===== src/shared/twbpe_consts.svh =====
// How it works
// (RL1) Lines are only pulled low or released, never driven high.
// (RL2) SDA changes only while SCL is low, except for START and STOP.
// (RL3) START is SDA falling and STOP is SDA rising while SCL is high.
// (RL4) Bus is busy from START to STOP; no new transfer starts while busy.
// (RL5) Repeated START keeps ownership; bus stays busy until a STOP.
// (RL6) Address packet: seven address bits MSB first, direction bit, ack bit.
// (RL7) Direction bit one means read, zero means write.
// (RL8) Addressed slave acks by pulling SDA low in the ninth cycle.
// (RL9) After an address not-acknowledge the master sends STOP or repeated START.
// (RL10) Address zero is the general call, never an individual slave.
// (RL11) General call with write is acked by enabled slaves, then data follows.
// (RL12) General call address is never sent with the read direction.
// (RL13) Addresses with upper four bits all ones stay reserved.
// (RL14) Data packet: eight data bits MSB first, then receiver ack bit.
// (RL15) Master alone makes SCL and the START and STOP conditions.
// (RL16) SDA low in the ninth cycle is ack; released SDA is not-ack.
// (RL17) Receiver answers its final wanted byte with a not-acknowledge.
// (RL18) Transfer is START, address, one or more data bytes, STOP.
// (RL19) Slave may hold SCL low; master waits until SCL is seen high.
// (RL20) Phase timing starts when the real SCL level is seen to change.
// (RL21) After reset or STOP both lines are released and bus is idle.
// (RL22) SCL and SDA are synchronised before any logic reads them.
`ifndef TWBPE_CONSTS_SVH
`define TWBPE_CONSTS_SVH

// ==========================================
// timing
`define TWBPE_CLK_NS 8
`define TWBPE_HALF_NS 1250
`define TWBPE_HALF_CYC ((`TWBPE_HALF_NS + `TWBPE_CLK_NS - 1) / `TWBPE_CLK_NS)

// ==========================================
// packet layout
`define TWBPE_RW_BIT 4'h7
`define TWBPE_ACK_BIT 4'h8
`define TWBPE_GC_ADDR 7'h00
`define TWBPE_RSV_TOP 4'hF
`define TWBPE_LEN_W 8

// ==========================================
// reset values
`define TWBPE_LINE_IDLE 1'b1
`define TWBPE_OE_OFF 1'b0

`endif


===== src/shared/twbpe_pkg.sv =====
package twbpe_pkg;

   // ==========================================
   // bit engine states
   typedef enum logic [6:0] {
      TWBPE_IDLE = 7'h01,
      TWBPE_START = 7'h02,
      TWBPE_LOW = 7'h04,
      TWBPE_RISE = 7'h08,
      TWBPE_HIGH = 7'h10,
      TWBPE_STOP = 7'h20,
      TWBPE_OWN = 7'h40
   } twbpe_state_t;

   // ==========================================
   // what the current clock pulse carries
   typedef enum logic [3:0] {
      TWBPE_K_ADDR = 4'h1,
      TWBPE_K_DATA = 4'h2,
      TWBPE_K_STOP = 4'h4,
      TWBPE_K_RSTART = 4'h8
   } twbpe_kind_t;

endpackage


===== src/rtl/twbpe_sync.sv =====
`timescale 1ns/1ns
`include "twbpe_consts.svh"

module twbpe_sync #(
   parameter int W = 2
) (
   input logic clk,
   input logic rst_n,
   input logic [W-1:0] d,
   output logic [W-1:0] q
);
   logic [W-1:0] meta;

   // lines idle high, so reset to released
   always_ff @(posedge clk) begin
      if (!rst_n) begin
         meta <= {W{`TWBPE_LINE_IDLE}};
         q <= {W{`TWBPE_LINE_IDLE}};
      end else begin
         meta <= d; // RL22
         q <= meta; // RL22
      end
   end
endmodule // twbpe_sync


===== src/rtl/twbpe_cond.sv =====
`timescale 1ns/1ns
`include "twbpe_consts.svh"

module twbpe_cond (
   input logic clk,
   input logic rst_n,
   input logic scl,
   input logic sda,
   output logic busy
);
   logic scl_d;
   logic sda_d;
   logic start_seen;
   logic stop_seen;

   always_ff @(posedge clk) begin
      if (!rst_n) begin
         scl_d <= `TWBPE_LINE_IDLE;
         sda_d <= `TWBPE_LINE_IDLE;
      end else begin
         scl_d <= scl;
         sda_d <= sda;
      end
   end

   // scl high on both samples so a clock edge is not taken for a condition
   assign start_seen = scl && scl_d && sda_d && !sda; // RL3
   assign stop_seen = scl && scl_d && !sda_d && sda; // RL3

   // ==========================================
   // bus occupancy, sees every master including us
   always_ff @(posedge clk) begin
      if (!rst_n) begin
         busy <= 1'b0; // RL21
      end else if (start_seen) begin
         busy <= 1'b1; // RL4
      end else if (stop_seen) begin
         busy <= 1'b0; // RL21
      end
   end
endmodule // twbpe_cond


===== src/rtl/twbpe_master.sv =====
`timescale 1ns/1ns
`include "twbpe_consts.svh"

module twbpe_master #(
   parameter int HALF_CYC = `TWBPE_HALF_CYC,
   parameter int LEN_W = `TWBPE_LEN_W
) (
   input logic SYS_CLK,
   input logic RST_N,
   input logic REQ_VALID,
   output logic REQ_READY,
   input logic [6:0] REQ_ADDR,
   input logic REQ_READ,
   input logic [LEN_W-1:0] REQ_LEN,
   input logic REQ_HOLD,
   input logic WR_VALID,
   output logic WR_READY,
   input logic [7:0] WR_DATA,
   output logic RD_VALID,
   output logic [7:0] RD_DATA,
   output logic DONE,
   output logic ERR,
   output logic BUS_BUSY,
   input logic SCL_I,
   output logic SCL_O,
   output logic SCL_OE,
   input logic SDA_I,
   output logic SDA_O,
   output logic SDA_OE
);
   import twbpe_pkg::*;

   localparam logic [15:0] HALF = 16'(HALF_CYC);

   // ==========================================
   // line sampling and bus watch
   logic [1:0] lines_s;
   logic scl_s;
   logic sda_s;
   logic busy;

   twbpe_sync #(
      .W(2)
   ) u_sync (
      .clk(SYS_CLK),
      .rst_n(RST_N),
      .d({SCL_I, SDA_I}),
      .q(lines_s)
   );

   assign scl_s = lines_s[1];
   assign sda_s = lines_s[0];

   twbpe_cond u_cond (
      .clk(SYS_CLK),
      .rst_n(RST_N),
      .scl(scl_s),
      .sda(sda_s),
      .busy(busy)
   );

   // ==========================================
   // state
   twbpe_state_t st;
   twbpe_kind_t kind;
   logic [15:0] cnt;
   logic [3:0] bit_cnt;
   logic [8:0] sh;
   logic [7:0] rx;
   logic [LEN_W-1:0] left;
   logic [6:0] addr;
   logic rd;
   logic hold;
   logic sda_set;
   logic scl_oe;
   logic sda_oe;
   logic err_acc;

   // requests that must never reach the bus
   function automatic logic refuse(input logic [6:0] a, input logic r,
                                   input logic [LEN_W-1:0] n);
      refuse = (a == `TWBPE_GC_ADDR && r) // RL10
         || a[6:3] == `TWBPE_RSV_TOP // RL13
         || n == '0; // RL18
   endfunction

   // ==========================================
   // decode
   logic take;
   logic req_bad;
   logic go_start;
   logic go_rs;
   logic drop_own;
   logic need_byte;
   logic set_bit;
   logic low_end;
   logic high_end;
   logic frame_end;
   logic nacked;
   logic last;
   logic to_stop;
   logic to_own;
   logic nack_err;
   logic out_bit;
   logic stop_end;

   // idle lines needed too, a stretched clock would spoil the start
   assign REQ_READY = (st == TWBPE_IDLE && !busy && scl_s && sda_s)
      || st == TWBPE_OWN; // RL4
   assign take = REQ_VALID && REQ_READY;
   assign req_bad = refuse(REQ_ADDR, REQ_READ, REQ_LEN); // RL12
   assign go_start = take && !req_bad && st == TWBPE_IDLE;
   assign go_rs = take && !req_bad && st == TWBPE_OWN; // RL5
   assign drop_own = take && req_bad && st == TWBPE_OWN;

   assign need_byte = kind == TWBPE_K_DATA && !rd && bit_cnt == 4'h0;
   // scl is held low while the write byte is late: stall, not corrupt
   assign set_bit = st == TWBPE_LOW && !scl_s && !sda_set
      && (!need_byte || WR_VALID); // RL20
   assign WR_READY = st == TWBPE_LOW && !scl_s && !sda_set && need_byte;
   assign low_end = st == TWBPE_LOW && sda_set && cnt == '0;
   assign high_end = st == TWBPE_HIGH && cnt == '0;

   assign frame_end = high_end && bit_cnt == `TWBPE_ACK_BIT
      && (kind == TWBPE_K_ADDR || kind == TWBPE_K_DATA); // RL14
   assign nacked = sda_s; // RL16
   assign last = left == LEN_W'(1);
   // general call write is acked like any address and goes on to data
   assign to_stop = frame_end && (kind == TWBPE_K_ADDR ? nacked
      : ((!rd && nacked && !last) || (last && !hold))); // RL9 RL11
   assign to_own = frame_end && kind == TWBPE_K_DATA && last && hold;
   assign nack_err = frame_end && nacked
      && (kind == TWBPE_K_ADDR || (!rd && !last)); // RL8
   assign stop_end = st == TWBPE_STOP && cnt == '0;

   assign out_bit = (kind == TWBPE_K_STOP) ? 1'b0
      : (kind == TWBPE_K_RSTART) ? 1'b1
      : (kind == TWBPE_K_DATA && bit_cnt == 4'h0) ? (rd | WR_DATA[7])
      : sh[8]; // RL6 RL14

   // ==========================================
   // bit engine
   always_ff @(posedge SYS_CLK) begin
      if (!RST_N) begin
         st <= TWBPE_IDLE;
         cnt <= '0;
         sda_set <= 1'b0;
      end else begin
         unique case (st)
            TWBPE_IDLE: begin
               if (go_start) begin
                  st <= TWBPE_START;
                  cnt <= HALF;
               end
            end
            TWBPE_START: begin
               if (cnt == '0) begin
                  st <= TWBPE_LOW;
                  cnt <= HALF;
                  sda_set <= 1'b0;
               end else begin
                  cnt <= cnt - 16'h0001;
               end
            end
            TWBPE_LOW: begin
               // low time counts only once the line is really low
               if (set_bit) begin
                  sda_set <= 1'b1; // RL20
               end else if (low_end) begin
                  st <= TWBPE_RISE;
               end else if (sda_set) begin
                  cnt <= cnt - 16'h0001;
               end
            end
            TWBPE_RISE: begin
               if (scl_s) begin
                  st <= TWBPE_HIGH; // RL19
                  cnt <= HALF;
               end
            end
            TWBPE_HIGH: begin
               if (!high_end) begin
                  cnt <= cnt - 16'h0001;
               end else if (kind == TWBPE_K_STOP) begin
                  st <= TWBPE_STOP;
                  cnt <= HALF;
               end else if (kind == TWBPE_K_RSTART) begin
                  st <= TWBPE_START; // RL5
                  cnt <= HALF;
               end else if (to_own) begin
                  st <= TWBPE_OWN;
               end else begin
                  st <= TWBPE_LOW;
                  cnt <= HALF;
                  sda_set <= 1'b0;
               end
            end
            TWBPE_STOP: begin
               if (cnt == '0) begin
                  st <= TWBPE_IDLE; // RL21
               end else begin
                  cnt <= cnt - 16'h0001;
               end
            end
            TWBPE_OWN: begin
               if (go_rs || drop_own) begin
                  st <= TWBPE_LOW;
                  cnt <= HALF;
                  sda_set <= 1'b0;
               end
            end
            default: begin
               st <= TWBPE_IDLE;
            end
         endcase
      end
   end

   // ==========================================
   // packet path
   always_ff @(posedge SYS_CLK) begin
      if (!RST_N) begin
         kind <= TWBPE_K_ADDR;
         bit_cnt <= 4'h0;
         sh <= 9'h1FF;
         rx <= 8'h00;
         left <= '0;
         addr <= 7'h00;
         rd <= 1'b0;
         hold <= 1'b0;
      end else if (go_start || go_rs) begin
         addr <= REQ_ADDR;
         rd <= REQ_READ;
         left <= REQ_LEN;
         hold <= REQ_HOLD;
         kind <= go_start ? TWBPE_K_ADDR : TWBPE_K_RSTART;
         bit_cnt <= 4'h0;
         sh <= {REQ_ADDR, REQ_READ, 1'b1}; // RL6 RL7
      end else if (drop_own) begin
         kind <= TWBPE_K_STOP; // RL18
      end else if (set_bit && need_byte) begin
         sh <= {WR_DATA, 1'b1}; // RL14
      end else if (set_bit && kind == TWBPE_K_DATA && bit_cnt == 4'h0) begin
         sh <= {8'hFF, last}; // RL17
      end else if (high_end) begin
         if (kind == TWBPE_K_RSTART) begin
            kind <= TWBPE_K_ADDR;
         end else if (kind != TWBPE_K_STOP) begin
            if (kind == TWBPE_K_DATA && rd && bit_cnt != `TWBPE_ACK_BIT) begin
               rx <= {rx[6:0], sda_s};
            end
            if (frame_end) begin
               bit_cnt <= 4'h0;
               if (kind == TWBPE_K_DATA) begin
                  left <= left - LEN_W'(1);
               end
               kind <= to_stop ? TWBPE_K_STOP : TWBPE_K_DATA; // RL9
            end else begin
               bit_cnt <= bit_cnt + 4'h1;
               sh <= {sh[7:0], 1'b1};
            end
         end
      end
   end

   // ==========================================
   // line drivers, open drain only
   always_ff @(posedge SYS_CLK) begin
      if (!RST_N) begin
         scl_oe <= `TWBPE_OE_OFF; // RL21
         sda_oe <= `TWBPE_OE_OFF; // RL21
      end else if (go_start) begin
         sda_oe <= 1'b1; // RL3
      end else if (st == TWBPE_START && cnt == '0) begin
         scl_oe <= 1'b1; // RL15
      end else if (set_bit) begin
         sda_oe <= !out_bit; // RL1 RL2
      end else if (low_end) begin
         scl_oe <= 1'b0; // RL15
      end else if (high_end) begin
         if (kind == TWBPE_K_STOP) begin
            sda_oe <= 1'b0; // RL3
         end else if (kind == TWBPE_K_RSTART) begin
            sda_oe <= 1'b1; // RL5
         end else begin
            scl_oe <= 1'b1; // RL15
         end
      end
   end

   assign SCL_OE = scl_oe;
   assign SDA_OE = sda_oe;
   assign SCL_O = 1'b0; // RL1
   assign SDA_O = 1'b0; // RL1
   assign BUS_BUSY = busy;

   // ==========================================
   // user side status
   always_ff @(posedge SYS_CLK) begin
      if (!RST_N) begin
         DONE <= 1'b0;
         ERR <= 1'b0;
         RD_VALID <= 1'b0;
         RD_DATA <= 8'h00;
         err_acc <= 1'b0;
      end else begin
         DONE <= stop_end || to_own || (take && req_bad && st == TWBPE_IDLE);
         RD_VALID <= high_end && kind == TWBPE_K_DATA && rd
            && bit_cnt == `TWBPE_RW_BIT;
         if (high_end && kind == TWBPE_K_DATA && rd
             && bit_cnt == `TWBPE_RW_BIT) begin
            RD_DATA <= {rx[6:0], sda_s};
         end
         if (take && !req_bad) begin
            err_acc <= 1'b0;
         end else if (nack_err || (take && req_bad)) begin
            err_acc <= 1'b1; // RL8
         end
         if (stop_end || to_own) begin
            ERR <= err_acc;
         end else if (take && req_bad && st == TWBPE_IDLE) begin
            ERR <= 1'b1;
         end
      end
   end

   // ==========================================
   // checks
   a_sda_pulls_low: assert property (@(posedge SYS_CLK) disable iff (!RST_N)
      sda_oe [*4] |-> !sda_s) // RL1
      else $error("sda driven yet reads high");

   a_sda_steady_high: assert property (@(posedge SYS_CLK) disable iff (!RST_N)
      st == TWBPE_HIGH && $past(st) == TWBPE_HIGH |-> $stable(sda_oe)) // RL2
      else $error("sda moved during scl high");

   a_start_shape: assert property (@(posedge SYS_CLK) disable iff (!RST_N)
      $rose(sda_oe) && !scl_oe |-> st == TWBPE_START) // RL3
      else $error("sda fell with scl high outside start");

   a_stop_shape: assert property (@(posedge SYS_CLK) disable iff (!RST_N)
      $fell(sda_oe) && !scl_oe |-> st == TWBPE_STOP) // RL3
      else $error("sda rose with scl high outside stop");

   a_wait_free_bus: assert property (@(posedge SYS_CLK) disable iff (!RST_N)
      st == TWBPE_START && $past(st) == TWBPE_IDLE |-> !$past(busy)) // RL4
      else $error("start issued on busy bus");

   a_own_stays_busy: assert property (@(posedge SYS_CLK) disable iff (!RST_N)
      st == TWBPE_OWN |-> busy) // RL5
      else $error("bus seen free while owned");

   a_addr_nine_bits: assert property (@(posedge SYS_CLK) disable iff (!RST_N)
      frame_end && kind == TWBPE_K_ADDR && !nacked
      |=> kind == TWBPE_K_DATA && bit_cnt == 4'h0) // RL6
      else $error("address packet not nine bits");

   a_dir_bit: assert property (@(posedge SYS_CLK) disable iff (!RST_N)
      st == TWBPE_LOW && sda_set && kind == TWBPE_K_ADDR
      && bit_cnt == `TWBPE_RW_BIT |-> sda_oe == !rd) // RL7
      else $error("direction bit wrong");

   a_nack_stops: assert property (@(posedge SYS_CLK) disable iff (!RST_N)
      frame_end && kind == TWBPE_K_ADDR && nacked
      |=> kind == TWBPE_K_STOP ##1 st == TWBPE_LOW) // RL9
      else $error("no stop after address nack");

   a_legal_start: assert property (@(posedge SYS_CLK) disable iff (!RST_N)
      st == TWBPE_START && $past(st) == TWBPE_IDLE
      |-> !refuse(addr, rd, left)) // RL12
      else $error("illegal request reached bus");

   a_ack_released: assert property (@(posedge SYS_CLK) disable iff (!RST_N)
      st == TWBPE_LOW && sda_set && bit_cnt == `TWBPE_ACK_BIT
      && (kind == TWBPE_K_ADDR || (kind == TWBPE_K_DATA && !rd))
      |-> !sda_oe) // RL16
      else $error("master drove slave ack slot");

   a_last_nack: assert property (@(posedge SYS_CLK) disable iff (!RST_N)
      st == TWBPE_LOW && sda_set && kind == TWBPE_K_DATA && rd
      && bit_cnt == `TWBPE_ACK_BIT |-> sda_oe == !last) // RL17
      else $error("read ack slot wrong");

   a_stretch_wait: assert property (@(posedge SYS_CLK) disable iff (!RST_N)
      st == TWBPE_RISE && !scl_s |=> st == TWBPE_RISE) // RL19
      else $error("high phase began while scl held low");

endmodule // twbpe_master


===== config.mk =====
export PLATFORM = sky130hd
export DESIGN_NAME = twbpe_master
export DESIGN_NICKNAME = d
export VERILOG_FILES = /design/src/shared/twbpe_pkg.sv /design/src/rtl/twbpe_sync.sv /design/src/rtl/twbpe_cond.sv /design/src/rtl/twbpe_master.sv
export VERILOG_INCLUDE_DIRS = /design/src /design/src/shared
export SDC_FILE = /design/constraint.sdc
export NUM_CORES = 1
export LEC_CHECK = 0
export ABC_AREA = 1
export BUFFER_PORTS_ARGS = -buffer_cell sky130_fd_sc_hd__buf_2
export CORE_UTILIZATION = 28
export CTS_CLUSTER_DIAMETER = 30
export CTS_CLUSTER_SIZE = 8
export DETAILED_ROUTE_END_ITERATION = 7
export PLACE_DENSITY = 0.42
export SLEW_MARGIN = 0
export SYNTH_ARGS = -nofsm -noshare
export SYNTH_HDL_FRONTEND = slang
export SYNTH_SLANG_ARGS = --single-unit

===== constraint.sdc =====
create_clock -name SYS_CLK -period 2.4 [get_ports SYS_CLK]
set_input_delay 0.48 -clock SYS_CLK [delete_from_list [all_inputs] [get_ports SYS_CLK]]
set_output_delay 0.48 -clock SYS_CLK [all_outputs]
set_load 0.01 [all_outputs]

==> results.md <==
- Status: complete, no violations
- Cts hold-fix bufs: 0
- Clock transition at path regs: about 0.060 ns
- Post-DR vias/cell: approximately 4.9
- Hold endpoint: u_sync.meta[1]
- Cells after synthesis: 783
- Synthesis Warnings: 0
- Global placement routability congestion: between 0.8 and 0.9
- Seq/Total Area, Yosys: 0.3090
- Top FF cell, synth: dfxtp_1
- Post-synth top area cell: dfxtp_1
- Die ar.: 18830 um2
- Share of layout cells above drive strength 1: 0.2002
- R2R Path End: st[6]
- Inst Count DP: 1057
- TritonRoute pass-1 iters: 5
- Setup_tns: 0 ns
- Fmax: between 400 and 500 MHz
- Post-synth ARST share: 0
- Tcrit/Tclk final: 0.9191
- Total GRT Usage: 0.1700
- Clock Latency Late Sink: 0.35 ns
- Critical Path Sink Type: primary output
- Power per Cell Area: 1000 nW/um2
- Vert. Die Dim: between 100 and 150 um
- Starting Density: 0.2849
- Initial antenna violation count: 0
- Max Buffers Root-to-Sink: 2
- Largest net degree at the start of global routing: 29
- Drt drc: 0
- Hold Startpoint: SCL_I
- Skew final: 0.006697 ns
- Max-slew violation count: 0
- Cell Rows: 49
- Crit path largest cell delay: ~0.34 ns
- Max cap viols: 0
- Commonest non-fill, non-tap cell in the layout: nand2_1
- Reg2reg setup slack: 0.25 ns
- Post-Syn Area: ~5000 um2
- Startpoint Class: register
- Area of the multi-input gates: ~3100 um2
- Post-synth top area share: 0.3090
- IO Pins: 49
- Storage element area: about 1600 um2
- Yosys cell types: 44
- Drt initial violations: around 250
- Post-CTS setup buffers: 0
- Tightest Hold Check Type: in -> reg
- Fin crit period: 2.206 ns
- Grt ovf: 0
- Post-synth EDFFs: 0
- Clock root buffer: clkbuf_16
- Final Hold Viols: 0
- Core Box Area: between 15000 and 20000 um2
- CP Class: reg -> out
- P&R area growth vs syn: 16.84%
- Final HPWL DP: 11510 um
- Req. time, crit path: 1.92 ns
- TritonCTS clock tree: done
- Crit path DAT: 1.73 ns
- Main area contributors after synthesis: dfxtp_1 31%, nand2_1 14%, nor2_1 6.3%
- Finished Layout Cells: 1073
- Routed Antenna Nets: 0
- Worst-Margin Slew: ~0.54 ns
- First-pass GRT wire length: ~25000 um
- Reg2reg start: cnt[0]
- TritonCTS Sinks: 79
- # fillers: 1957
- Vias: 5212
- Diode count: 0
- Hold Path Depth: 2
- Leakage: between 2 and 3 nW
- Vias in the first global route: ~4.8k
- PostCTS Resize Cnt: 0
- Synth Register Bits: between 70 and 80
- Worst-path cell chain: inv_1 -> ha_1 -> nand3_1 -> buf_4 -> nor3_1 -> buf_2
- H-tree Lvls: 3
- Final Setup Violations: 0
- Most frequent cells in the layout: 191 x nand2_1, 86 x nor2_1, 80 x inv_1
- CP max-delay cell: dfxtp_1
- Fin nets: 876
- Maximum VDD drop: 0.4434 mV
- Final WL: 15140 um
- Critical path fanouts, max: 4
- Wire per inst: roughly 14 um
- Worst r2r path cells: 13
- Post-Syn Area per Cell: 6.537 um2
- Worst rel slew slack: 0.6415
- Number of I/O port buffers: 46
- CTS buffer count: 9
- Die W: 137.2 um
- RSZ-0062 raised after global routing: no
metal layers:
metal  vias to the layer above  wire [um]  global-route usage
met5                         -          0                   0
li1                       2694          -                   -
met1                      2403       7384              0.2261
met2                        99       6821              0.2772
met4                         0        250             0.06471
met3                        16        684             0.02391
cell families after synthesis:
logic type               Yosys count  share of synthesized area
buffers and inverters            117                    0.09362
AO/OA/AOI/OAI                    109                     0.1239
other                              1                  0.0007326
AND/OR/NAND/NOR                  464                     0.4461
flip-flops                        79                     0.3090
adder cells (fa/ha/maj)            6                    0.01467
XOR/XNOR                           7                    0.01198
where the power goes:
| part | switching, W | internal, W | total, W | leakage (nW) |
|---|---|---|---|---|
| registers | 0.000165 | 0.00152 | 0.00169 | 0.643 |
| logic | 0.00190 | 0.000960 | 0.00286 | 1.98 |
| clock network | 0.000618 | 0.000819 | 0.00144 | 0.148 |
| total | 0.00268 | 0.00330 | 0.00598 | 2.77 |
critical path, delay by kind of cell (launching register included):
family	cells	cell delay [ns]
fa+ha+maj	1	0.18
buf+inv	3	0.45
flops	1	0.34
simple gates	2	0.41
flip-flops by register name, indices dropped and copies added, names as in the netlist, 2 cells and up:
name	flops
u_sync.q	2
sh	9
left	8
cnt	16
u_sync.meta	2
kind	4
st	7
RD_DATA	8
bit_cnt	4
rx	7
final cells by class:
class | instances | share of cell area
clock buffers | 9 | 0.03766
inverters | 96 | 0.06025
repair buffers | 65 | 0.06444
flip-flops and latches | 79 | 0.2644
well taps | 229 | 0.04791
clock inverters | 7 | 0.01339
multi-input cells | 588 | 0.5119
synthesized netlist by cell type, types with 2 or more instances:
library cell and count:
nand2_1 191, nor2_1 86, inv_1 80, dfxtp_1 79, nand3_1 64, nand4_1 41
a21oi_1 40, o21ai_0 33, inv_2 15, nand3_2 14, nor3_1 14, nor2_2 13
nand2_2 11, a21oi_2 10, clkbuf_1 9, nor2_4 9, o211ai_1 9, or2_2 7
ha_1 6, xor2_1 6, buf_2 5, o21ai_1 4, a31oi_1 3, buf_4 3
buf_6 3, nand2_4 3, o21bai_1 3, and2_1 2, nand3b_1 2, nor3b_1 2
o22ai_1 2, o31ai_1 2
per-stage QoR:
stage / total power [W] / hold slack [ns] / utilization / setup WS (ns) / cell area [um2]
finish: 0.005981 / 0.3221 / 0.3329 / 0.1943 / 5981
global route: 0.006508 / 0.3157 / 0.3329 / 0.07428 / 5981
CTS: 0.006048 / 0.3058 / 0.3329 / 0.1421 / 5981
detailed placement: 0.004583 / 0.3999 / 0.3159 / 0.2404 / 5675
global placement: 0.004556 / 0.3981 / 0.3159 / 0.2113 / 5675
floorplan: 0.003860 / 0.3925 / - / 0.6293 / 5122
worst max-delay path by stage:
stage,cells after the start,end,from,slack [ns]
floorplan,12,cnt[12],bit_cnt[0],0.63
global route,12,kind[1],cnt[11],0.07
global placement,11,kind[1],REQ_LEN[7],0.21
detailed placement,10,cnt[12],REQ_LEN[7],0.24
finish,6,WR_READY,bit_cnt[0],0.19
CTS,6,WR_READY,bit_cnt[0],0.14
No activity file was read; power rests on OpenSTA's default activity.
